--- src/verilog/wsc_pkg.sv ---
// Constants of the watchdog, interrupt and power-down block.
// Assumes one main clock domain; all users write wsc_pkg::name.
package wsc_pkg;
  // Register addresses.
  localparam logic [13:0] ADR_TIMER  = 14'h0001;
  localparam logic [13:0] ADR_STATUS = 14'h0003;
  localparam logic [13:0] ADR_IRQCTL = 14'h000B;
  localparam logic [13:0] ADR_OPTION = 14'h0081;
  localparam logic [13:0] ADR_CONFIG = 14'h2007;
  // Interrupt control fields.
  localparam int B_PCF  = 0;
  localparam int B_EDF  = 1;
  localparam int B_TOF  = 2;
  localparam int B_PCE  = 3;
  localparam int B_EDE  = 4;
  localparam int B_TOE  = 5;
  localparam int B_GIE  = 7;
  // Option fields.
  localparam int B_EDGE = 6;
  localparam int B_PSA  = 3;
  localparam int B_PS_LSB = 0;
  // Status and configuration fields.
  localparam int B_PD_N = 3;
  localparam int B_TO_N = 4;
  localparam int B_WATCHDOG_ENABLE_CFG = 3;
  // Reset values and interrupt vector.
  localparam logic [7:0] RST_IRQCTL = 8'h00;
  localparam logic [7:0] RST_OPTION = 8'hFF;
  localparam logic [7:0] RST_TIMER  = 8'h00;
  localparam logic [12:0] IRQ_VECTOR = 13'h0004;
  // Watchdog timing on its own RC oscillator.
  localparam int WDT_TIMEOUT_US    = 18000;
  localparam int WDT_OSC_PERIOD_US = 1;
  localparam int WDT_BASE_TICKS    = WDT_TIMEOUT_US / WDT_OSC_PERIOD_US;
  localparam int WDT_CNT_W         = 15;
  typedef enum logic [1:0] {ST_RUN, ST_SLEEP} wsc_mode_t;
endpackage : wsc_pkg

--- src/verilog/wsc_core.sv ---
// Watchdog, core interrupt flags and power-down control of a small 8-bit CPU.
// Assumes the CPU core issues instruction pulses and a register port on CLK.
// Operation
// - Timer roll-over from FFh to 00h sets the timer overflow flag.
// - Overflow flag sets regardless of enable; only software clears it.
// - Edge select picks rising (one) or falling (zero) external edges.
// - A selected edge sets the edge flag regardless of its enable; the enable gates the request and the wake from sleep.
// - The edge flag may set anywhere in the Q4-Q1 phases.
// - An enabled edge interrupt wakes from sleep; global enable picks vectoring.
// - Change on port pins 3, 1, 0 sets the port-change flag.
// - Taking an interrupt pushes only the return program counter.
// - The watchdog counts its own free-running RC oscillator.
// - Timeout in normal operation resets the device.
// - Timeout in power-down wakes the device instead.
// - Configuration watchdog enable cleared disables the watchdog permanently.
// - Without prescaler the nominal timeout is 18 ms.
// - Prescaler may be assigned to the watchdog, ratios up to 1:128.
// - Clear-watchdog and sleep instructions clear count and assigned prescaler.
// - A watchdog timeout clears the active-low timeout status bit.
// - Sleep clears power-down bit, sets timeout bit, stops the oscillator driver.
// - Entering sleep clears the watchdog count, which keeps counting.
// - During power-down all pins keep their previous drive state.
// - Global enable allows unmasked interrupts when set, blocks all when clear.
// - Accepting an interrupt clears global enable, pushes PC, loads 0004h.
//
// The plain strobed port was chosen for this implementation.
module wsc_core #(
  parameter int WDT_BASE = wsc_pkg::WDT_BASE_TICKS
) (
  input  wire logic        CLK,
  input  wire logic        RST_N,
  input  wire logic        CE,
  input  wire logic [13:0] ADDR,
  input  wire logic [7:0]  WDATA,
  input  wire logic        WR,
  input  wire logic        RD,
  output logic      [7:0]  RDATA,
  input  wire logic [7:0]  CFG_WORD,
  input  wire logic        WDT_OSC,
  input  wire logic        EXT_IRQ_PIN,
  input  wire logic [3:0]  PORT_PIN,
  input  wire logic        TMR_TICK,
  input  wire logic        CLR_WDT_INSTR,
  input  wire logic        SLEEP_INSTR,
  input  wire logic        RETFIE_INSTR,
  input  wire logic        IRQ_ACK,
  input  wire logic [12:0] RET_PC,
  output logic             IRQ_REQ,
  output logic             PUSH_STB,
  output logic      [12:0] PUSH_PC,
  output logic             VEC_LOAD,
  output logic      [12:0] VEC_PC,
  output logic             WAKE,
  output logic             WAKE_VECTOR,
  output logic             WDT_RESET,
  output logic             SLEEPING,
  output logic             OSC_DRV_EN,
  output logic             IO_HOLD
);
  localparam int WDT_CNT_W = wsc_pkg::WDT_CNT_W;
  // Synchronised pins: bit 4 watchdog osc, 3 external, 2..0 port pins 3,1,0.
  logic [4:0] raw;
  logic [4:0] s1_r;
  logic [4:0] s2_r;
  logic [4:0] s3_r;
  logic [4:0] lvl_r;
  wire logic [4:0] lvl_nxt;
  logic [7:0] ctl_r;
  logic [7:0] opt_r;
  logic [7:0] tmr_r;
  logic [7:0] cfg_r;
  logic       cfg_ld_r;
  logic       to_n_r;
  logic       pd_n_r;
  logic [6:0] psc_r;
  logic [WDT_CNT_W-1:0] wdt_r;
  wsc_pkg::wsc_mode_t mode_r;
  logic       tmr_wrap;
  logic       edge_hit;
  logic       port_hit;
  logic       osc_tick;
  logic       psc_hit;
  logic       wdt_step;
  logic       wdt_to;
  logic       wdt_on;
  logic       pend;
  logic       sleep_go;
  logic       wake_go;
  logic       wdt_clr;
  logic [6:0] psc_mask;

  assign raw = {WDT_OSC, EXT_IRQ_PIN, PORT_PIN[3], PORT_PIN[1], PORT_PIN[0]};

  // A change is taken only when the second and third stages agree.
  genvar g;
  generate
    for (g = 0; g < 5; g++)
    begin : g_sync
      always_ff @(posedge CLK)
      begin
        if (!RST_N)
        begin
          s1_r[g]  <= 1'b0;
          s2_r[g]  <= 1'b0;
          s3_r[g]  <= 1'b0;
          lvl_r[g] <= 1'b0;
        end
        else if (CE)
        begin
          s1_r[g]  <= raw[g];
          s2_r[g]  <= s1_r[g];
          s3_r[g]  <= s2_r[g];
          lvl_r[g] <= lvl_nxt[g];
        end
      end
      assign lvl_nxt[g] = (s2_r[g] == s3_r[g]) ? s3_r[g] : lvl_r[g];
    end
  endgenerate

  // The filtered level of the first sample after reset is trusted only
  // once it has settled, so a pin held high at reset gives a single edge.
  assign osc_tick = lvl_nxt[4] & ~lvl_r[4];
  assign edge_hit = opt_r[wsc_pkg::B_EDGE] ? (lvl_nxt[3] & ~lvl_r[3])
                                           : (~lvl_nxt[3] & lvl_r[3]);
  assign port_hit = |(lvl_nxt[2:0] ^ lvl_r[2:0]);
  assign tmr_wrap = TMR_TICK & (tmr_r == 8'hFF);

  // Configuration is a strap caught after reset; it never changes later.
  always_ff @(posedge CLK)
  begin
    if (!RST_N)
    begin
      cfg_r    <= 8'h00;
      cfg_ld_r <= 1'b0;
    end
    else if (CE && !cfg_ld_r)
    begin
      cfg_r    <= CFG_WORD;
      cfg_ld_r <= 1'b1;
    end
  end
  assign wdt_on = cfg_ld_r & cfg_r[wsc_pkg::B_WATCHDOG_ENABLE_CFG];

  // Pending means some source has both its flag and its enable set.
  assign pend = (ctl_r[wsc_pkg::B_TOF] & ctl_r[wsc_pkg::B_TOE])
              | (ctl_r[wsc_pkg::B_EDF] & ctl_r[wsc_pkg::B_EDE])
              | (ctl_r[wsc_pkg::B_PCF] & ctl_r[wsc_pkg::B_PCE]);
  assign IRQ_REQ = pend & ctl_r[wsc_pkg::B_GIE] & (mode_r == wsc_pkg::ST_RUN);

  // A sleep with an interrupt already pending completes as a no-operation.
  assign sleep_go = SLEEP_INSTR & ~pend & (mode_r == wsc_pkg::ST_RUN);
  assign wake_go  = (mode_r == wsc_pkg::ST_SLEEP) & (pend | wdt_to);
  assign wdt_clr  = CLR_WDT_INSTR | sleep_go;

  // Prescaler ratio is 2 to the rate field, so rate 7 gives 1:128.
  assign psc_mask = 7'(8'h01 << opt_r[wsc_pkg::B_PS_LSB +: 3]) - 7'h01;
  assign psc_hit  = (psc_r & psc_mask) == psc_mask;
  assign wdt_step = osc_tick & (~opt_r[wsc_pkg::B_PSA] | psc_hit);
  assign wdt_to   = wdt_on & wdt_step & (32'(wdt_r) == WDT_BASE - 1);

  always_ff @(posedge CLK)
  begin
    if (!RST_N)
      psc_r <= 7'h00;
    else if (CE)
    begin
      if (wdt_clr && opt_r[wsc_pkg::B_PSA])
        psc_r <= 7'h00;
      else if (osc_tick && opt_r[wsc_pkg::B_PSA])
        psc_r <= psc_hit ? 7'h00 : psc_r + 7'h01;
    end
  end

  // The count keeps running through sleep; only a clear or timeout restarts it.
  always_ff @(posedge CLK)
  begin
    if (!RST_N)
      wdt_r <= '0;
    else if (CE)
    begin
      if (wdt_clr || !wdt_on || wdt_to)
        wdt_r <= '0;
      else if (wdt_step)
        wdt_r <= wdt_r + 1'b1;
    end
  end

  always_ff @(posedge CLK)
  begin
    if (!RST_N)
      tmr_r <= wsc_pkg::RST_TIMER;
    else if (CE)
    begin
      if (WR && ADDR == wsc_pkg::ADR_TIMER)
        tmr_r <= WDATA;
      else if (TMR_TICK)
        tmr_r <= tmr_r + 8'h01;
    end
  end

  always_ff @(posedge CLK)
  begin
    if (!RST_N)
      opt_r <= wsc_pkg::RST_OPTION;
    else if (CE && WR && ADDR == wsc_pkg::ADR_OPTION)
      opt_r <= WDATA;
  end

  // Hardware set wins over a software clear in the same cycle.
  always_ff @(posedge CLK)
  begin
    if (!RST_N)
      ctl_r <= wsc_pkg::RST_IRQCTL;
    else if (CE)
    begin
      if (WR && ADDR == wsc_pkg::ADR_IRQCTL)
        ctl_r <= WDATA & 8'hBF;
      if (RETFIE_INSTR)
        ctl_r[wsc_pkg::B_GIE] <= 1'b1;
      if (IRQ_REQ && IRQ_ACK)
        ctl_r[wsc_pkg::B_GIE] <= 1'b0;
      if (tmr_wrap)
        ctl_r[wsc_pkg::B_TOF] <= 1'b1;
      if (edge_hit)
        ctl_r[wsc_pkg::B_EDF] <= 1'b1;
      if (port_hit)
        ctl_r[wsc_pkg::B_PCF] <= 1'b1;
    end
  end

  // Status bits are not writable; they tell software why it woke or restarted.
  always_ff @(posedge CLK)
  begin
    if (!RST_N)
    begin
      to_n_r <= 1'b1;
      pd_n_r <= 1'b1;
    end
    else if (CE)
    begin
      if (wdt_to)
        to_n_r <= 1'b0;
      else if (sleep_go || CLR_WDT_INSTR)
        to_n_r <= 1'b1;
      if (sleep_go)
        pd_n_r <= 1'b0;
      else if (CLR_WDT_INSTR)
        pd_n_r <= 1'b1;
    end
  end

  always_ff @(posedge CLK)
  begin
    if (!RST_N)
      mode_r <= wsc_pkg::ST_RUN;
    else if (CE)
    begin
      case (mode_r)
        wsc_pkg::ST_RUN:   if (sleep_go) mode_r <= wsc_pkg::ST_SLEEP;
        wsc_pkg::ST_SLEEP: if (wake_go) mode_r <= wsc_pkg::ST_RUN;
        default:           mode_r <= wsc_pkg::ST_RUN;
      endcase
    end
  end

  // Event outputs are one-cycle pulses from flip-flops.
  always_ff @(posedge CLK)
  begin
    if (!RST_N)
    begin
      WAKE        <= 1'b0;
      WAKE_VECTOR <= 1'b0;
      WDT_RESET   <= 1'b0;
      PUSH_STB    <= 1'b0;
      VEC_LOAD    <= 1'b0;
      PUSH_PC     <= 13'h0000;
    end
    else if (CE)
    begin
      WAKE        <= wake_go;
      WAKE_VECTOR <= wake_go & pend & ctl_r[wsc_pkg::B_GIE];
      WDT_RESET   <= wdt_to & (mode_r == wsc_pkg::ST_RUN);
      PUSH_STB    <= IRQ_REQ & IRQ_ACK;
      VEC_LOAD    <= IRQ_REQ & IRQ_ACK;
      if (IRQ_REQ && IRQ_ACK)
        PUSH_PC <= RET_PC;
    end
  end
  assign VEC_PC     = wsc_pkg::IRQ_VECTOR;
  assign SLEEPING   = mode_r == wsc_pkg::ST_SLEEP;
  assign OSC_DRV_EN = ~SLEEPING;
  assign IO_HOLD    = SLEEPING;

  always_ff @(posedge CLK)
  begin
    if (!RST_N)
      RDATA <= 8'h00;
    else if (CE)
    begin
      if (!RD)
        RDATA <= 8'h00;
      else
        case (ADDR)
          wsc_pkg::ADR_TIMER:  RDATA <= tmr_r;
          wsc_pkg::ADR_STATUS: RDATA <= 8'({to_n_r, pd_n_r}) << wsc_pkg::B_PD_N;
          wsc_pkg::ADR_IRQCTL: RDATA <= ctl_r;
          wsc_pkg::ADR_OPTION: RDATA <= opt_r;
          wsc_pkg::ADR_CONFIG: RDATA <= cfg_r;
          default:             RDATA <= 8'h00;
        endcase
    end
  end

  // Checks.
  chk_req_needs_all: assert property (@(posedge CLK) disable iff (!RST_N)
    IRQ_REQ |-> ctl_r[wsc_pkg::B_GIE] && pend) else $error("request without enables");
  chk_ovf_sets_flag: assert property (@(posedge CLK) disable iff (!RST_N)
    CE && tmr_wrap |=> ctl_r[wsc_pkg::B_TOF]) else $error("overflow flag not set");
  chk_edge_sets_flag: assert property (@(posedge CLK) disable iff (!RST_N)
    CE && edge_hit |=> ctl_r[wsc_pkg::B_EDF]) else $error("edge flag not set");
  chk_port_sets_flag: assert property (@(posedge CLK) disable iff (!RST_N)
    CE && port_hit |=> ctl_r[wsc_pkg::B_PCF]) else $error("port flag not set");
  chk_accept_clears_gie: assert property (@(posedge CLK) disable iff (!RST_N)
    CE && IRQ_REQ && IRQ_ACK && !RETFIE_INSTR |=> !ctl_r[wsc_pkg::B_GIE] && VEC_LOAD && PUSH_PC == $past(RET_PC))
    else $error("accept did not vector");
  chk_run_timeout_rst: assert property (@(posedge CLK) disable iff (!RST_N)
    CE && wdt_to && !SLEEPING |=> WDT_RESET && !to_n_r) else $error("no watchdog reset");
  chk_sleep_timeout_wk: assert property (@(posedge CLK) disable iff (!RST_N)
    CE && wdt_to && SLEEPING |=> WAKE && !WDT_RESET && !SLEEPING) else $error("no watchdog wake");
  chk_sleep_status: assert property (@(posedge CLK) disable iff (!RST_N)
    CE && sleep_go |=> !pd_n_r && SLEEPING && !OSC_DRV_EN && wdt_r == '0) else $error("sleep entry wrong");
  chk_wdt_disabled: assert property (@(posedge CLK) disable iff (!RST_N)
    cfg_ld_r && !cfg_r[wsc_pkg::B_WATCHDOG_ENABLE_CFG] |-> !wdt_to && wdt_r == '0) else $error("disabled watchdog ran");
  chk_clr_zeroes_wdt: assert property (@(posedge CLK) disable iff (!RST_N)
    CE && CLR_WDT_INSTR |=> wdt_r == '0 && (!opt_r[wsc_pkg::B_PSA] || psc_r == 7'h00))
    else $error("clear missed count");
  cov_sleep_wake: cover property (@(posedge CLK) disable iff (!RST_N) sleep_go ##[1:50] WAKE);
  cov_irq_taken: cover property (@(posedge CLK) disable iff (!RST_N) IRQ_REQ && IRQ_ACK);
  cov_wdt_reset: cover property (@(posedge CLK) disable iff (!RST_N) WDT_RESET);
endmodule : wsc_core

--- config.mk ---
export PLATFORM = sky130hd
export DESIGN_NAME = wsc_core
export DESIGN_NICKNAME = d
export VERILOG_FILES = /design/src/verilog/wsc_pkg.sv /design/src/verilog/wsc_core.sv
export SDC_FILE = /design/constraint.sdc
export NUM_CORES = 1
export LEC_CHECK = 0
export ABC_CLOCK_PERIOD_IN_PS = 2800
export BUFFER_PORTS_ARGS = -buffer_cell sky130_fd_sc_hd__buf_2
export CAP_MARGIN = 10
export CORE_ASPECT_RATIO = 0.75
export CORE_UTILIZATION = 55
export DETAILED_ROUTE_END_ITERATION = 10
export PLACE_DENSITY_LB_ADDON = 0.15
export SLEW_MARGIN = 20
export SYNTH_ARGS = -nofsm -noshare
export SYNTH_HDL_FRONTEND = slang
export SYNTH_SLANG_ARGS = --single-unit
--- constraint.sdc ---
create_clock -name CLK -period 2.8 [get_ports CLK]
set_input_delay 0.28 -clock CLK [delete_from_list [all_inputs] [get_ports CLK]]
set_output_delay 0.28 -clock CLK [all_outputs]
set_load 0.05 [all_outputs]
==> impl_results.html, run 1 <==
<table>
<tr><th>Metric</th><th>Value</th></tr>
<tr><th colspan="2">Layout</th></tr>
<tr><td>Antenna diodes</td><td>0</td></tr>
<tr><td>Net count, final</td><td>699</td></tr>
<tr><td>P&amp;R area growth vs syn</td><td>16.2%</td></tr>
<tr><td>Leading cell type in the layout, fill and taps excluded</td><td>sky130_fd_sc_hd__dfxtp_1</td></tr>
<tr><td>Fill cell count</td><td>711</td></tr>
<tr><td>Layout cells sized above 1</td><td>0.207</td></tr>
<tr><td>Commonest non-fill, non-tap cells in the layout</td><td>102 x sky130_fd_sc_hd__dfxtp_1, 87 x sky130_fd_sc_hd__buf_2, 80 x sky130_fd_sc_hd__nor2_1</td></tr>
<tr><th colspan="2">Synthesis</th></tr>
<tr><td>Area leader, netlist</td><td>sky130_fd_sc_hd__dfxtp_1</td></tr>
<tr><td>Avg Synthesized Cell Area</td><td>8.76 um^2</td></tr>
<tr><td>Unique masters post-synth</td><td>66</td></tr>
<tr><td>Yosys top cell area share</td><td>0.419</td></tr>
<tr><td>Share of flip-flops with an asynchronous set or reset</td><td>0</td></tr>
<tr><td>Sequential share of the synthesized area</td><td>0.419</td></tr>
<tr><td>Ranking of synthesized cells by area</td><td>sky130_fd_sc_hd__dfxtp_1 42%, sky130_fd_sc_hd__mux2i_1 12%, sky130_fd_sc_hd__nor2_1 6.2%</td></tr>
<tr><td>Cells after synthesis</td><td>556</td></tr>
<tr><td>Post-synth EDFFs</td><td>0</td></tr>
<tr><td>Synthesized cell area</td><td>roughly 0.0049 mm^2</td></tr>
<tr><td>Yosys warns</td><td>0</td></tr>
<tr><td>Top FF cell, synth</td><td>sky130_fd_sc_hd__dfxtp_1</td></tr>
<tr><td>Flops &amp; latches, synth</td><td>102</td></tr>
<tr><th colspan="2">Global routing</th></tr>
<tr><td>Vias in the first global route</td><td>3928</td></tr>
<tr><td>Leftover overflow at the end of global routing</td><td>0</td></tr>
<tr><td>Maximum number of pins on one net before global-route repair</td><td>29</td></tr>
<tr><td>Total Routing Usage GR</td><td>0.260</td></tr>
<tr><td>Wire length of the first global-routing pass</td><td>approximately 19000 um</td></tr>
<tr><td>Antenna violations before repair</td><td>0</td></tr>
<tr><th colspan="2">Run</th></tr>
<tr><td>Count of max-cap constraint violations</td><td>0</td></tr>
<tr><th colspan="2">Drt</th></tr>
<tr><td>Routed wire length</td><td>between 10000 and 15000 um</td></tr>
<tr><td>Routed vias/inst</td><td>5.82</td></tr>
<tr><td>Post-route ant nets</td><td>0</td></tr>
<tr><td>Violation count after the first detailed-route iteration</td><td>257</td></tr>
<tr><td>Pre-antenna DRT Iters</td><td>5</td></tr>
<tr><td>Wire length per cell</td><td>about 16 um</td></tr>
<tr><td>Vias</td><td>4356</td></tr>
<tr><td>Final routed DRC violation total</td><td>0</td></tr>
<tr><th colspan="2">CTS</th></tr>
<tr><td>TritonCTS buffer count</td><td>9</td></tr>
<tr><td>Number of hold buffers added after CTS</td><td>0</td></tr>
<tr><td>TritonCTS clock tree</td><td>done</td></tr>
<tr><td>Cell at the root of the clock tree</td><td>sky130_fd_sc_hd__clkbuf_16</td></tr>
<tr><td>Source-to-sink clock delay at the later pin of the worst-skew pair</td><td>roughly 0.35 ns</td></tr>
<tr><td>CTS sink cnt</td><td>102</td></tr>
<tr><td>CTS max path bufs</td><td>2</td></tr>
<tr><td>Number of gates resized after CTS</td><td>0</td></tr>
<tr><td>Post-CTS clock slew at the launch and capture registers of the worst setup and hold paths</td><td>0.07 ns</td></tr>
<tr><td>Number of levels in the clock H-tree</td><td>3</td></tr>
<tr><td>Buffer count from post-CTS setup fixing</td><td>0</td></tr>
<tr><th colspan="2">Timing</th></tr>
<tr><td>Hold slack</td><td>0.157 ns</td></tr>
<tr><td>Count of final hold-check violations</td><td>0</td></tr>
<tr><td>Sum Neg Setup Slack</td><td>0 ns</td></tr>
<tr><td>Number of max-slew violations in the final report</td><td>0</td></tr>
<tr><td>Achievable frequency</td><td>between 400 and 500 MHz</td></tr>
<tr><td>Final setup violation count</td><td>0</td></tr>
<tr><td>Slew of the pin with the lowest slew margin</td><td>1.00 ns</td></tr>
<tr><td>Worst Skew</td><td>0.00945 ns</td></tr>
<tr><td>Final min period</td><td>about 2.4 ns</td></tr>
<tr><td>RSZ-0062 raised after global routing</td><td>no</td></tr>
<tr><td>Tcrit/Tclk final</td><td>0.868</td></tr>
<tr><td>Max-slew headroom</td><td>0.330</td></tr>
<tr><th colspan="2">Critical path</th></tr>
<tr><td>CP Class</td><td>reg2reg</td></tr>
<tr><td>Crit-path max FO</td><td>14</td></tr>
<tr><td>Element type at the critical path end</td><td>register</td></tr>
<tr><td>Series of cell instances along the critical path</td><td>nand2b_1, a311oi_2, nor2_1, a21oi_1, o21ai_0, a21oi_1</td></tr>
<tr><td>Startpoint kind of the worst setup timing path</td><td>register</td></tr>
<tr><td>Master of the slowest instance on the critical path</td><td>sky130_fd_sc_hd__a21oi_1</td></tr>
<tr><td>Maximum cell stage delay along the critical path</td><td>0.81 ns</td></tr>
<tr><td>R2r setup slk</td><td>0.37 ns</td></tr>
<tr><td>Worst reg2reg path depth</td><td>6</td></tr>
<tr><td>Critical Path Most Common Cell</td><td>sky130_fd_sc_hd__a21oi_1</td></tr>
<tr><td>Combined buffer and inverter count along the critical path</td><td>0</td></tr>
<tr><td>Cell family with most CP delay</td><td>compound AO/OA/AOI/OAI gates</td></tr>
<tr><td>End of the worst register-to-register path</td><td>wdt_r[8]</td></tr>
<tr><td>Start of the worst register-to-register path</td><td>opt_r[2]</td></tr>
<tr><td>Arr. time, crit path</td><td>roughly 2.7 ns</td></tr>
<tr><td>Worst path required time</td><td>3.08 ns</td></tr>
<tr><th colspan="2">Outcome</th></tr>
<tr><td>Result of the run</td><td>finished, final reports clean</td></tr>
<tr><th colspan="2">Power</th></tr>
<tr><td>Cell internal pwr</td><td>roughly 2.3 mW</td></tr>
<tr><td>Part of the total power dissipated in combinational logic</td><td>0.081</td></tr>
<tr><td>Total leakage power</td><td>2.33 nW</td></tr>
<tr><td>Power spent charging and discharging nets</td><td>between 0.7 and 0.8 mW</td></tr>
<tr><td>Power per standard cell area</td><td>532 mW/mm^2</td></tr>
<tr><td>Sw Ratio</td><td>0.251</td></tr>
<tr><td>Sequential share of power</td><td>0.496</td></tr>
<tr><td>Part of the total power dissipated in the clock network</td><td>0.422</td></tr>
<tr><td>Worst vdd ir</td><td>479 uV</td></tr>
<tr><th colspan="2">Floorplanning</th></tr>
<tr><td># rows</td><td>29</td></tr>
<tr><td>Die Area</td><td>0.00924 mm^2</td></tr>
<tr><td>CORE AREA</td><td>0.00853 mm^2</td></tr>
<tr><td>Initial core utilization</td><td>0.571</td></tr>
<tr><td>Number of placed I/O pins</td><td>approximately 100</td></tr>
<tr><td>Die span in x</td><td>around 110 um</td></tr>
<tr><td>Height of the die</td><td>~83 um</td></tr>
<tr><th colspan="2">Min path</th></tr>
<tr><td>Hold Crit Start</td><td>CFG_WORD[0]</td></tr>
<tr><td>Hold-critical path depth</td><td>3</td></tr>
<tr><td>Endpoint with the worst hold slack</td><td>cfg_r[0]</td></tr>
<tr><td>Worst Hold Class</td><td>in2reg</td></tr>
<tr><th colspan="2">Placement</th></tr>
<tr><td>Placer congestion estimate</td><td>about 0.88</td></tr>
<tr><td>Number of I/O port buffers</td><td>87</td></tr>
<tr><td>Dpl hpwl</td><td>8620 um</td></tr>
</table>
registers in the layout, indices dropped and copies added, names as in the netlist:
register / count
psc_r: 7
WAKE: 1
WDT_RESET: 1
wdt_r: 15
s1_r: 5
opt_r: 8
s2_r: 5
tmr_r: 8
lvl_r: 5
WAKE_VECTOR: 1
mode_r: 1
to_n_r: 1
RDATA: 8
cfg_r: 8
s3_r: 5
pd_n_r: 1
PUSH_PC: 13
cfg_ld_r: 1
ctl_r: 7
VEC_LOAD: 1
synthesized netlist by cell type, drive strengths merged (2+ instances only):
master and number:
a21o 7, nand4b 2, o21ai 22, and3 6, mux2 2, a211oi 4, nor2 81, nor4b 2
nor2b 5, a221o 5, nor4 4, inv 5, nor3b 8, nand3 9, xor2 5, buf 27
clkbuf 14, or4 8, and2 3, a22o 5, nand2b 3, or3b 2, a21oi 48, nand3b 2
nor3 12, ha 3, o211ai 4, nand4 9, dfxtp 102, nand2 50, or2 2, or3 7
o32ai 3, o31ai 12, conb 2, mux2i 56
worst reg2reg max path, stage by stage, from the launching register on:
cell and delay (ns):
sky130_fd_sc_hd__dfxtp_1 0.48, sky130_fd_sc_hd__nand2b_1 0.11, sky130_fd_sc_hd__a311oi_2 0.47, sky130_fd_sc_hd__nor2_1 0.10
sky130_fd_sc_hd__a21oi_1 0.81, sky130_fd_sc_hd__o21ai_0 0.24, sky130_fd_sc_hd__a21oi_1 0.17
stage by stage:
stage	instance area [um^2]	worst slack [ns]	utilization	instances	power (mW)
floorplan	4910	0.428	-	567	1.70
global placement	5360	0.430	0.628	734	1.76
detailed placement	5360	0.359	0.628	734	1.77
CTS	5660	0.389	0.664	749	3.03
global route	5660	0.0881	0.664	749	3.12
finish	5660	0.369	0.664	749	3.01
power by group through the flow:
stage,Clock [mW],Combinational [mW],Sequential (mW)
floorplan,0,0.173,1.52
global placement,0,0.238,1.53
detailed placement,0,0.242,1.53
CTS,1.30,0.243,1.49
global route,1.36,0.264,1.50
finish,1.27,0.245,1.49
layout make-up:
type                            count  area (um^2)  share of cell area
Clock buffer                        9          225              0.0398
Clock inverter                      6         75.1              0.0133
Inverter                            5         18.8             0.00332
Multi-Input combinational cell    419         2630               0.465
Sequential cell                   102         2040               0.361
Tap cell                          108          135              0.0239
Timing Repair Buffer              100          533              0.0942
routing by layer:
metal / routed length, um / track usage
met5: 0 / 0
met2: 5350 / 0.401
met4: 126 / 0.0715
met1: 5590 / 0.362
met3: 740 / 0.0668
logic make-up after synthesis:
kind of cell / count (synthesis) / share of synthesized area
XOR/XNOR: 6 / 0.0108
adder cells (fa/ha/maj): 3 / 0.00771
other: 2 / 0.00154
AO/OA/AOI/OAI: 121 / 0.166
AND/OR/NAND/NOR: 218 / 0.226
multiplexers: 58 / 0.120
buffers and inverters: 46 / 0.0488
flip-flops: 102 / 0.419
worst max path at each step:
stage                  start         end  slack (ns)  depth (start not counted)
floorplan           ctl_r[0]  PUSH_PC[4]        0.43                          8
global placement     ADDR[8]    tmr_r[3]        0.43                          7
detailed placement   ADDR[8]    tmr_r[3]        0.36                          7
CTS                 opt_r[2]    wdt_r[8]        0.39                          6
global route        opt_r[2]    wdt_r[8]        0.09                          6
finish              opt_r[2]    wdt_r[8]        0.37                          6
Note: power is estimated with default switching activity, not from simulation.
==> inputs of run 2 (changes only) <==
Settings changed: RECOVER_POWER set to 50.
==> run 2 against run 1 <==
Effect of this change:
- the flow now finishes with violations (max-capacitance violations, max-slew violations)
- register-to-register slack barely moved
- total power barely moved
- worst setup slack improved by 0.0053 ns
- non-clock buffer count did not move
- combinational power barely moved
- sequential share of layout area rose by 0.34 points
- clock-buffer cell count did not move
- first-iteration DRC count rose by 11%
- largest cell class unchanged
==> impl_results.html, run 2 (synthesis results as in run 1) <==
<table>
<tr><th>Metric</th><th>Value</th></tr>
<tr><th colspan="2">Critical path</th></tr>
<tr><td>Arr. time, crit path</td><td>2.71 ns (about the same)</td></tr>
<tr><td>Element type at the critical path end</td><td>register (unchanged)</td></tr>
<tr><td>Critical Path Most Common Cell</td><td>sky130_fd_sc_hd__a21oi_1 (unchanged)</td></tr>
<tr><td>Combined buffer and inverter count along the critical path</td><td>0 (unchanged)</td></tr>
<tr><td>Termination of the worst setup path</td><td>wdt_r[8] (unchanged)</td></tr>
<tr><td>Master of the slowest instance on the critical path</td><td>sky130_fd_sc_hd__a21oi_1 (unchanged)</td></tr>
<tr><td>Maximum cell stage delay along the critical path</td><td>0.80 ns (was 0.81 ns)</td></tr>
<tr><td>Worst setup path startpoint</td><td>opt_r[2] (unchanged)</td></tr>
<tr><td>Number of stages on the worst setup path</td><td>6 (unchanged)</td></tr>
<tr><td>Cell family with most CP delay</td><td>compound AO/OA/AOI/OAI gates (unchanged)</td></tr>
<tr><td>R2r setup slk</td><td>0.37 ns (about the same)</td></tr>
<tr><td>Startpoint kind of the worst setup timing path</td><td>register (unchanged)</td></tr>
<tr><td>Series of cell instances along the critical path</td><td>nand2b_1, a311oi_2, nor2_1, a21oi_1, o21ai_0, a21oi_1 (unchanged)</td></tr>
<tr><td>Crit-path max FO</td><td>14 (unchanged)</td></tr>
<tr><td>Worst path required time</td><td>3.08 ns (about the same)</td></tr>
<tr><td>Worst reg2reg path depth</td><td>6 (unchanged)</td></tr>
<tr><td>End of the worst register-to-register path</td><td>wdt_r[8] (unchanged)</td></tr>
<tr><td>Start of the worst register-to-register path</td><td>opt_r[2] (unchanged)</td></tr>
<tr><td>CP Class</td><td>reg2reg (unchanged)</td></tr>
<tr><th colspan="2">Min path</th></tr>
<tr><td>Worst Hold Class</td><td>in2reg (unchanged)</td></tr>
<tr><td>Hold Crit Start</td><td>CFG_WORD[0] (unchanged)</td></tr>
<tr><td>Hold-critical path depth</td><td>3 (unchanged)</td></tr>
<tr><th colspan="2">Layout</th></tr>
<tr><td>Fill cell count</td><td>725 (was 711)</td></tr>
<tr><td>P&amp;R area growth vs syn</td><td>15.2% (was 16.2%)</td></tr>
<tr><td>Area of the multi-input gates</td><td>0.00263 mm^2 (about the same)</td></tr>
<tr><td>Storage cell area</td><td>0.00204 mm^2 (unchanged)</td></tr>
<tr><td>Top Registers</td><td>wdt_r (15), PUSH_PC (13) (unchanged)</td></tr>
<tr><td>Leading cell type in the layout, fill and taps excluded</td><td>sky130_fd_sc_hd__dfxtp_1 (unchanged)</td></tr>
<tr><td>Commonest non-fill, non-tap cells in the layout</td><td>102 x sky130_fd_sc_hd__dfxtp_1, 80 x sky130_fd_sc_hd__nor2_1, 58 x sky130_fd_sc_hd__buf_2 (was 102 x sky130_fd_sc_hd__dfxtp_1, 87 x sky130_fd_sc_hd__buf_2, 80 x sky130_fd_sc_hd__nor2_1)</td></tr>
<tr><td>Final design area excluding fillers</td><td>0.00561 mm^2 (was 0.00566 mm^2)</td></tr>
<tr><td>Layout cells sized above 1</td><td>0.156 (was 0.207)</td></tr>
<tr><td>Antenna diodes</td><td>0 (unchanged)</td></tr>
<tr><td>Net count, final</td><td>699 (unchanged)</td></tr>
<tr><td>Max FFs per register</td><td>15 (unchanged)</td></tr>
<tr><td>Register name with the most flops</td><td>wdt_r (unchanged)</td></tr>
<tr><th colspan="2">Power</th></tr>
<tr><td>Power per standard cell area</td><td>537 mW/mm^2 (was 532 mW/mm^2)</td></tr>
<tr><td>Worst vdd ir</td><td>480 uV (was 479 uV)</td></tr>
<tr><td>Total leakage power</td><td>2.19 nW (was 2.33 nW)</td></tr>
<tr><th colspan="2">Timing</th></tr>
<tr><td>Slew of the pin with the lowest slew margin</td><td>1.56 ns (was 1.00 ns)</td></tr>
<tr><td>RSZ-0062 raised after global routing</td><td>no (unchanged)</td></tr>
<tr><td>Tcrit/Tclk final</td><td>0.866 (was 0.868)</td></tr>
<tr><td>Number of max-slew violations in the final report</td><td>29 (was 0)</td></tr>
<tr><td>Max-slew headroom</td><td>-0.0431 (was 0.330)</td></tr>
<tr><td>Final setup violation count</td><td>0 (unchanged)</td></tr>
<tr><td>Worst Skew</td><td>0.00909 ns (was 0.00945 ns)</td></tr>
<tr><td>Sum Neg Setup Slack</td><td>0 ns (unchanged)</td></tr>
<tr><td>Final min period</td><td>2.43 ns (about the same)</td></tr>
<tr><td>Count of final hold-check violations</td><td>0 (unchanged)</td></tr>
<tr><td>Achievable frequency</td><td>412 MHz (was 411 MHz)</td></tr>
<tr><th colspan="2">CTS</th></tr>
<tr><td>CTS max path bufs</td><td>2 (unchanged)</td></tr>
<tr><td>TritonCTS buffer count</td><td>9 (unchanged)</td></tr>
<tr><td>Number of gates resized after CTS</td><td>0 (unchanged)</td></tr>
<tr><td>Number of hold buffers added after CTS</td><td>0 (unchanged)</td></tr>
<tr><td>TritonCTS clock tree</td><td>done (unchanged)</td></tr>
<tr><td>Cell at the root of the clock tree</td><td>sky130_fd_sc_hd__clkbuf_16 (unchanged)</td></tr>
<tr><td>Source-to-sink clock delay at the later pin of the worst-skew pair</td><td>0.35 ns (about the same)</td></tr>
<tr><td>CTS sink cnt</td><td>102 (unchanged)</td></tr>
<tr><td>Post-CTS clock slew at the launch and capture registers of the worst setup and hold paths</td><td>0.07 ns (about the same)</td></tr>
<tr><td>Buffer count from post-CTS setup fixing</td><td>0 (unchanged)</td></tr>
<tr><td>Number of levels in the clock H-tree</td><td>3 (unchanged)</td></tr>
<tr><th colspan="2">Drt</th></tr>
<tr><td>Final routed DRC violation total</td><td>0 (unchanged)</td></tr>
<tr><td>Violation count after the first detailed-route iteration</td><td>286 (was 257)</td></tr>
<tr><td>Pre-antenna DRT Iters</td><td>5 (unchanged)</td></tr>
<tr><td>Routed vias/inst</td><td>5.84 (was 5.82)</td></tr>
<tr><td>Wire length per cell</td><td>15.8 um (about the same)</td></tr>
<tr><td>Post-route ant nets</td><td>0 (unchanged)</td></tr>
<tr><td>Routed wire length</td><td>11800 um (about the same)</td></tr>
<tr><td>Vias</td><td>4375 (was 4356)</td></tr>
<tr><th colspan="2">Global routing</th></tr>
<tr><td>Antenna violations before repair</td><td>0 (unchanged)</td></tr>
<tr><td>Vias in the first global route</td><td>3928 (unchanged)</td></tr>
<tr><td>Wire length of the first global-routing pass</td><td>19300 um (unchanged)</td></tr>
<tr><td>Maximum number of pins on one net before global-route repair</td><td>29 (unchanged)</td></tr>
<tr><td>Total Routing Usage GR</td><td>0.260 (unchanged)</td></tr>
<tr><td>Leftover overflow at the end of global routing</td><td>0 (unchanged)</td></tr>
<tr><th colspan="2">Placement</th></tr>
<tr><td>Dpl cell area</td><td>0.00536 mm^2 (unchanged)</td></tr>
<tr><td>Dpl hpwl</td><td>8620 um (unchanged)</td></tr>
<tr><td>Placer congestion estimate</td><td>0.885 (unchanged)</td></tr>
<tr><td>Number of I/O port buffers</td><td>87 (unchanged)</td></tr>
<tr><th colspan="2">Outcome</th></tr>
<tr><td>Violated checks</td><td>max-capacitance violations, max-slew violations</td></tr>
<tr><td>Result of the run</td><td>complete, but fails checks (was finished, final reports clean)</td></tr>
<tr><th colspan="2">Floorplanning</th></tr>
<tr><td>Die span in x</td><td>111 um (unchanged)</td></tr>
<tr><td># rows</td><td>29 (unchanged)</td></tr>
<tr><td>Initial core utilization</td><td>0.571 (unchanged)</td></tr>
<tr><td>Number of placed I/O pins</td><td>102 (unchanged)</td></tr>
<tr><td>Height of the die</td><td>83.5 um (unchanged)</td></tr>
<tr><td>Die Area</td><td>0.00924 mm^2 (unchanged)</td></tr>
<tr><td>CORE AREA</td><td>0.00853 mm^2 (unchanged)</td></tr>
<tr><th colspan="2">Run</th></tr>
<tr><td>Count of max-cap constraint violations</td><td>1 (was 0)</td></tr>
</table>
[run 2: power by group]
group | internal [mW] | switching (mW)
logic | 0.0793 | 0.164
clock network | 0.704 | 0.572
registers | 1.47 | 0.0226
total | 2.25 | 0.758
[run 2: worst min path at each step]
stage / endpoint / slack, ns
after floorplan: opt_r[4] / 0.41
after global placement: lvl_r[4] / 0.45
after detailed placement: opt_r[5] / 0.46
after CTS: cfg_r[0] / 0.15
after global routing: s1_r[0] / 0.16
final: cfg_r[0] / 0.16
[run 2: area by class of cell]
cell class | count | area share
tap | 108 | 0.0241
sequential | 102 | 0.364
clock inverter | 6 | 0.0134
inverter | 5 | 0.00335
timing repair buffer | 100 | 0.0866
multi-input combinational | 419 | 0.468
clock buffer | 9 | 0.0402
[run 2: through the flow]
step / utilization / total power [mW] / std cells / hold WS (ns) / worst slack, ns
CTS: 0.664 / 3.03 / 749 / 0.151 / 0.389
global route: 0.658 / 3.12 / 749 / 0.157 / 0.0881
finish: 0.658 / 3.01 / 749 / 0.157 / 0.375
floorplan: - / 1.70 / 567 / 0.408 / 0.428
detailed placement: 0.628 / 1.77 / 734 / 0.463 / 0.359
global placement: 0.628 / 1.76 / 734 / 0.452 / 0.430
[run 2: worst register-to-register path, stage by stage, from the launching register on]
cell,delay [ns]
sky130_fd_sc_hd__dfxtp_1,0.48
sky130_fd_sc_hd__nand2b_1,0.11
sky130_fd_sc_hd__a311oi_2,0.47
sky130_fd_sc_hd__nor2_1,0.10
sky130_fd_sc_hd__a21oi_1,0.80
sky130_fd_sc_hd__o21ai_0,0.24
sky130_fd_sc_hd__a21oi_1,0.17
[run 2: routing by layer]
layer	wire length, um	part of all wire	vias to the layer above	global-route usage
met5	0	0	-	0
met4	133	0.011	0	0.0715
met3	706	0.060	13	0.0668
met2	5350	0.45	137	0.401
met1	5640	0.48	2080	0.362
li1	-	-	2145	-
==> inputs of run 3 (changes only) <==
==> constraint.sdc (replaced) <==
create_clock -name CLK -period 2.8 [get_ports CLK]
set_input_delay 0.56 -clock CLK [delete_from_list [all_inputs] [get_ports CLK]]
set_output_delay 0.56 -clock CLK [all_outputs]
set_load 0.05 [all_outputs]
==> run 3 against run 2 <==
Effect of this change:
- the flow now finishes without violations
- critical path type unchanged
- via count up 0.21%
- sequential share of layout area down 0.20 points
- critical path depth unchanged
- critical endpoint unchanged
- fmax up 0.65%
- design area up 0.56%
- total power down 0.93%
- cell count up 0.27%
- worst setup slack better by 0.016 ns
- largest cell class unchanged
- sequential power about the same
- die area unchanged
==> impl_results.html, run 3 (synthesis results as in run 1) <==
<table>
<tr><th>Metric</th><th>Value</th></tr>
<tr><th colspan="2">Outcome</th></tr>
<tr><td>Result of the run</td><td>finished, final reports clean (was complete, but fails checks)</td></tr>
<tr><th colspan="2">Critical path</th></tr>
<tr><td>Arr. time, crit path</td><td>2.69 ns (was 2.71 ns)</td></tr>
<tr><td>Maximum cell stage delay along the critical path</td><td>0.81 ns (was 0.80 ns)</td></tr>
<tr><td>Worst path required time</td><td>3.08 ns (about the same)</td></tr>
<tr><td>Crit-path max FO</td><td>14 (unchanged)</td></tr>
<tr><td>Series of cell instances along the critical path</td><td>nand2b_1, a311oi_2, nor2_1, a21oi_1, o21ai_0, a21oi_1 (unchanged)</td></tr>
<tr><td>Critical Path Most Common Cell</td><td>sky130_fd_sc_hd__a21oi_1 (unchanged)</td></tr>
<tr><td>Element type at the critical path end</td><td>register (unchanged)</td></tr>
<tr><td>Startpoint kind of the worst setup timing path</td><td>register (unchanged)</td></tr>
<tr><td>Master of the slowest instance on the critical path</td><td>sky130_fd_sc_hd__a21oi_1 (unchanged)</td></tr>
<tr><td>CP Class</td><td>reg2reg (unchanged)</td></tr>
<tr><th colspan="2">Timing</th></tr>
<tr><td>Achievable frequency</td><td>415 MHz (was 412 MHz)</td></tr>
<tr><td>Max-slew headroom</td><td>0.330 (was -0.0431)</td></tr>
<tr><td>Slew of the pin with the lowest slew margin</td><td>1.01 ns (was 1.56 ns)</td></tr>
<tr><td>Final min period</td><td>2.41 ns (was 2.43 ns)</td></tr>
<tr><td>RSZ-0062 raised after global routing</td><td>no (unchanged)</td></tr>
<tr><td>Worst Skew</td><td>0.0108 ns (was 0.00909 ns)</td></tr>
<tr><td>Number of max-slew violations in the final report</td><td>0 (was 29)</td></tr>
<tr><td>Hold slack</td><td>0.438 ns (was 0.157 ns)</td></tr>
<tr><td>PnR worst setup slack</td><td>0.390 ns (was 0.375 ns)</td></tr>
<tr><td>Count of final hold-check violations</td><td>0 (unchanged)</td></tr>
<tr><td>Final setup violation count</td><td>0 (unchanged)</td></tr>
<tr><td>Tcrit/Tclk final</td><td>0.861 (was 0.866)</td></tr>
<tr><td>Sum Neg Setup Slack</td><td>0 ns (unchanged)</td></tr>
<tr><th colspan="2">Floorplanning</th></tr>
<tr><td>Initial core utilization</td><td>0.571 (unchanged)</td></tr>
<tr><td># rows</td><td>29 (unchanged)</td></tr>
<tr><td>Number of placed I/O pins</td><td>102 (unchanged)</td></tr>
<tr><td>Height of the die</td><td>83.5 um (unchanged)</td></tr>
<tr><td>Die Area</td><td>0.00924 mm^2 (unchanged)</td></tr>
<tr><td>Die span in x</td><td>111 um (unchanged)</td></tr>
<tr><td>CORE AREA</td><td>0.00853 mm^2 (unchanged)</td></tr>
<tr><th colspan="2">Global routing</th></tr>
<tr><td>Antenna violations before repair</td><td>0 (unchanged)</td></tr>
<tr><td>Wire length of the first global-routing pass</td><td>19600 um (was 19300 um)</td></tr>
<tr><td>Total Routing Usage GR</td><td>0.266 (was 0.260)</td></tr>
<tr><td>Leftover overflow at the end of global routing</td><td>0 (unchanged)</td></tr>
<tr><td>Vias in the first global route</td><td>4074 (was 3928)</td></tr>
<tr><td>Maximum number of pins on one net before global-route repair</td><td>30 (was 29)</td></tr>
<tr><th colspan="2">CTS</th></tr>
<tr><td>Source-to-sink clock delay at the later pin of the worst-skew pair</td><td>0.35 ns (about the same)</td></tr>
<tr><td>TritonCTS clock tree</td><td>done (unchanged)</td></tr>
<tr><td>CTS max path bufs</td><td>2 (unchanged)</td></tr>
<tr><td>Number of levels in the clock H-tree</td><td>3 (unchanged)</td></tr>
<tr><td>Number of hold buffers added after CTS</td><td>0 (unchanged)</td></tr>
<tr><td>TritonCTS buffer count</td><td>9 (unchanged)</td></tr>
<tr><td>Post-CTS clock slew at the launch and capture registers of the worst setup and hold paths</td><td>0.08 ns (was 0.07 ns)</td></tr>
<tr><td>Cell at the root of the clock tree</td><td>sky130_fd_sc_hd__clkbuf_16 (unchanged)</td></tr>
<tr><td>CTS sink cnt</td><td>102 (unchanged)</td></tr>
<tr><th colspan="2">Power</th></tr>
<tr><td>Worst vdd ir</td><td>484 uV (was 480 uV)</td></tr>
<tr><td>Total leakage power</td><td>2.21 nW (was 2.19 nW)</td></tr>
<tr><td>Total power</td><td>2.99 mW (was 3.01 mW)</td></tr>
<tr><td>Power per standard cell area</td><td>529 mW/mm^2 (was 537 mW/mm^2)</td></tr>
<tr><th colspan="2">Drt</th></tr>
<tr><td>Vias</td><td>4384 (was 4375)</td></tr>
<tr><td>Final routed DRC violation total</td><td>0 (unchanged)</td></tr>
<tr><td>Violation count after the first detailed-route iteration</td><td>283 (was 286)</td></tr>
<tr><td>Post-route ant nets</td><td>0 (unchanged)</td></tr>
<tr><td>Wire length per cell</td><td>16.1 um (was 15.8 um)</td></tr>
<tr><td>Routed vias/inst</td><td>5.84 (about the same)</td></tr>
<tr><td>Pre-antenna DRT Iters</td><td>6 (was 5)</td></tr>
<tr><td>Routed wire length</td><td>12100 um (was 11800 um)</td></tr>
<tr><th colspan="2">Placement</th></tr>
<tr><td>Post-placement cell count</td><td>735 (was 734)</td></tr>
<tr><td>Placer congestion estimate</td><td>0.879 (was 0.885)</td></tr>
<tr><td>Dpl cell area</td><td>0.00538 mm^2 (was 0.00536 mm^2)</td></tr>
<tr><td>Place WS</td><td>0.223 ns (was 0.359 ns)</td></tr>
<tr><td>Number of I/O port buffers</td><td>87 (unchanged)</td></tr>
<tr><td>Dpl hpwl</td><td>8780 um (was 8620 um)</td></tr>
<tr><th colspan="2">Layout</th></tr>
<tr><td>Layout cells sized above 1</td><td>0.162 (was 0.156)</td></tr>
<tr><td>Max FFs per register</td><td>15 (unchanged)</td></tr>
<tr><td>Leading cell type in the layout, fill and taps excluded</td><td>sky130_fd_sc_hd__dfxtp_1 (unchanged)</td></tr>
<tr><td>P&amp;R area growth vs syn</td><td>15.8% (was 15.2%)</td></tr>
<tr><td>Register name with the most flops</td><td>wdt_r (unchanged)</td></tr>
<tr><td>Antenna diodes</td><td>0 (unchanged)</td></tr>
<tr><td>Number of standard cells in the final layout excluding fillers</td><td>751 (was 749)</td></tr>
<tr><td>Final design area excluding fillers</td><td>0.00564 mm^2 (was 0.00561 mm^2)</td></tr>
<tr><td>Commonest non-fill, non-tap cells in the layout</td><td>102 x sky130_fd_sc_hd__dfxtp_1, 80 x sky130_fd_sc_hd__nor2_1, 57 x sky130_fd_sc_hd__buf_2 (was 102 x sky130_fd_sc_hd__dfxtp_1, 80 x sky130_fd_sc_hd__nor2_1, 58 x sky130_fd_sc_hd__buf_2)</td></tr>
<tr><td>Share of the core filled with cells</td><td>0.661 (was 0.658)</td></tr>
<tr><td>Net count, final</td><td>700 (was 699)</td></tr>
<tr><td>Top Registers</td><td>wdt_r (15), PUSH_PC (13) (unchanged)</td></tr>
<tr><th colspan="2">Run</th></tr>
<tr><td>Count of max-cap constraint violations</td><td>0 (was 1)</td></tr>
<tr><th colspan="2">Min path</th></tr>
<tr><td>Worst Hold Class</td><td>in2reg (unchanged)</td></tr>
</table>
-- run 3: cell types whose count changed in the layout (fill, tap and decap cells not counted), sizes merged --
cell and delta:
buf +1, bufinv -1, clkinv +2
-- run 3: report_power, final --
| part | switching, mW | internal, mW | leakage (nW) |
|---|---|---|---|
| sequential | 0.0214 | 1.47 | 0.826 |
| clock | 0.613 | 0.634 | 0.145 |
| combinational | 0.165 | 0.0797 | 1.24 |
| total | 0.800 | 2.19 | 2.21 |
-- run 3: worst paths after layout --
kind / start / to / slack [ns] / cells after the start
worst max-delay path: opt_r[2] / wdt_r[8] / 0.39 / 6
worst min-delay path: RET_PC[5] / PUSH_PC[5] / 0.44 / 3
worst max register to register: opt_r[2] / wdt_r[8] / 0.39 / 6
worst min register to register: wdt_r[14] / wdt_r[14] / 0.48 / 2
-- run 3: critical path: cells and delay by family (launching register included) --
kind,cells,cell delay [ns]
compound gates,4,1.61
flops,1,0.51
simple gates,2,0.21
-- run 3: final cells by class --
cell class	instances	area, um^2
clock buffer	9	225
multi-input combinational	419	2630
tap	108	135
clock inverter	7	75.1
timing repair buffer	101	508
inverter	5	18.8
fill	728	2890
sequential	102	2040
-- run 3: per-layer routing --
layer | share of wire | GRT usage
met2 | 0.46 | 0.416
met3 | 0.068 | 0.0617
met5 | 0 | 0
met1 | 0.46 | 0.366
met4 | 0.013 | 0.0800
-- run 3: repair_timing --
item	CTS	global route
setup buffers	0	0
gates resized for setup	0	1
endpoints found under the setup margin	0	14
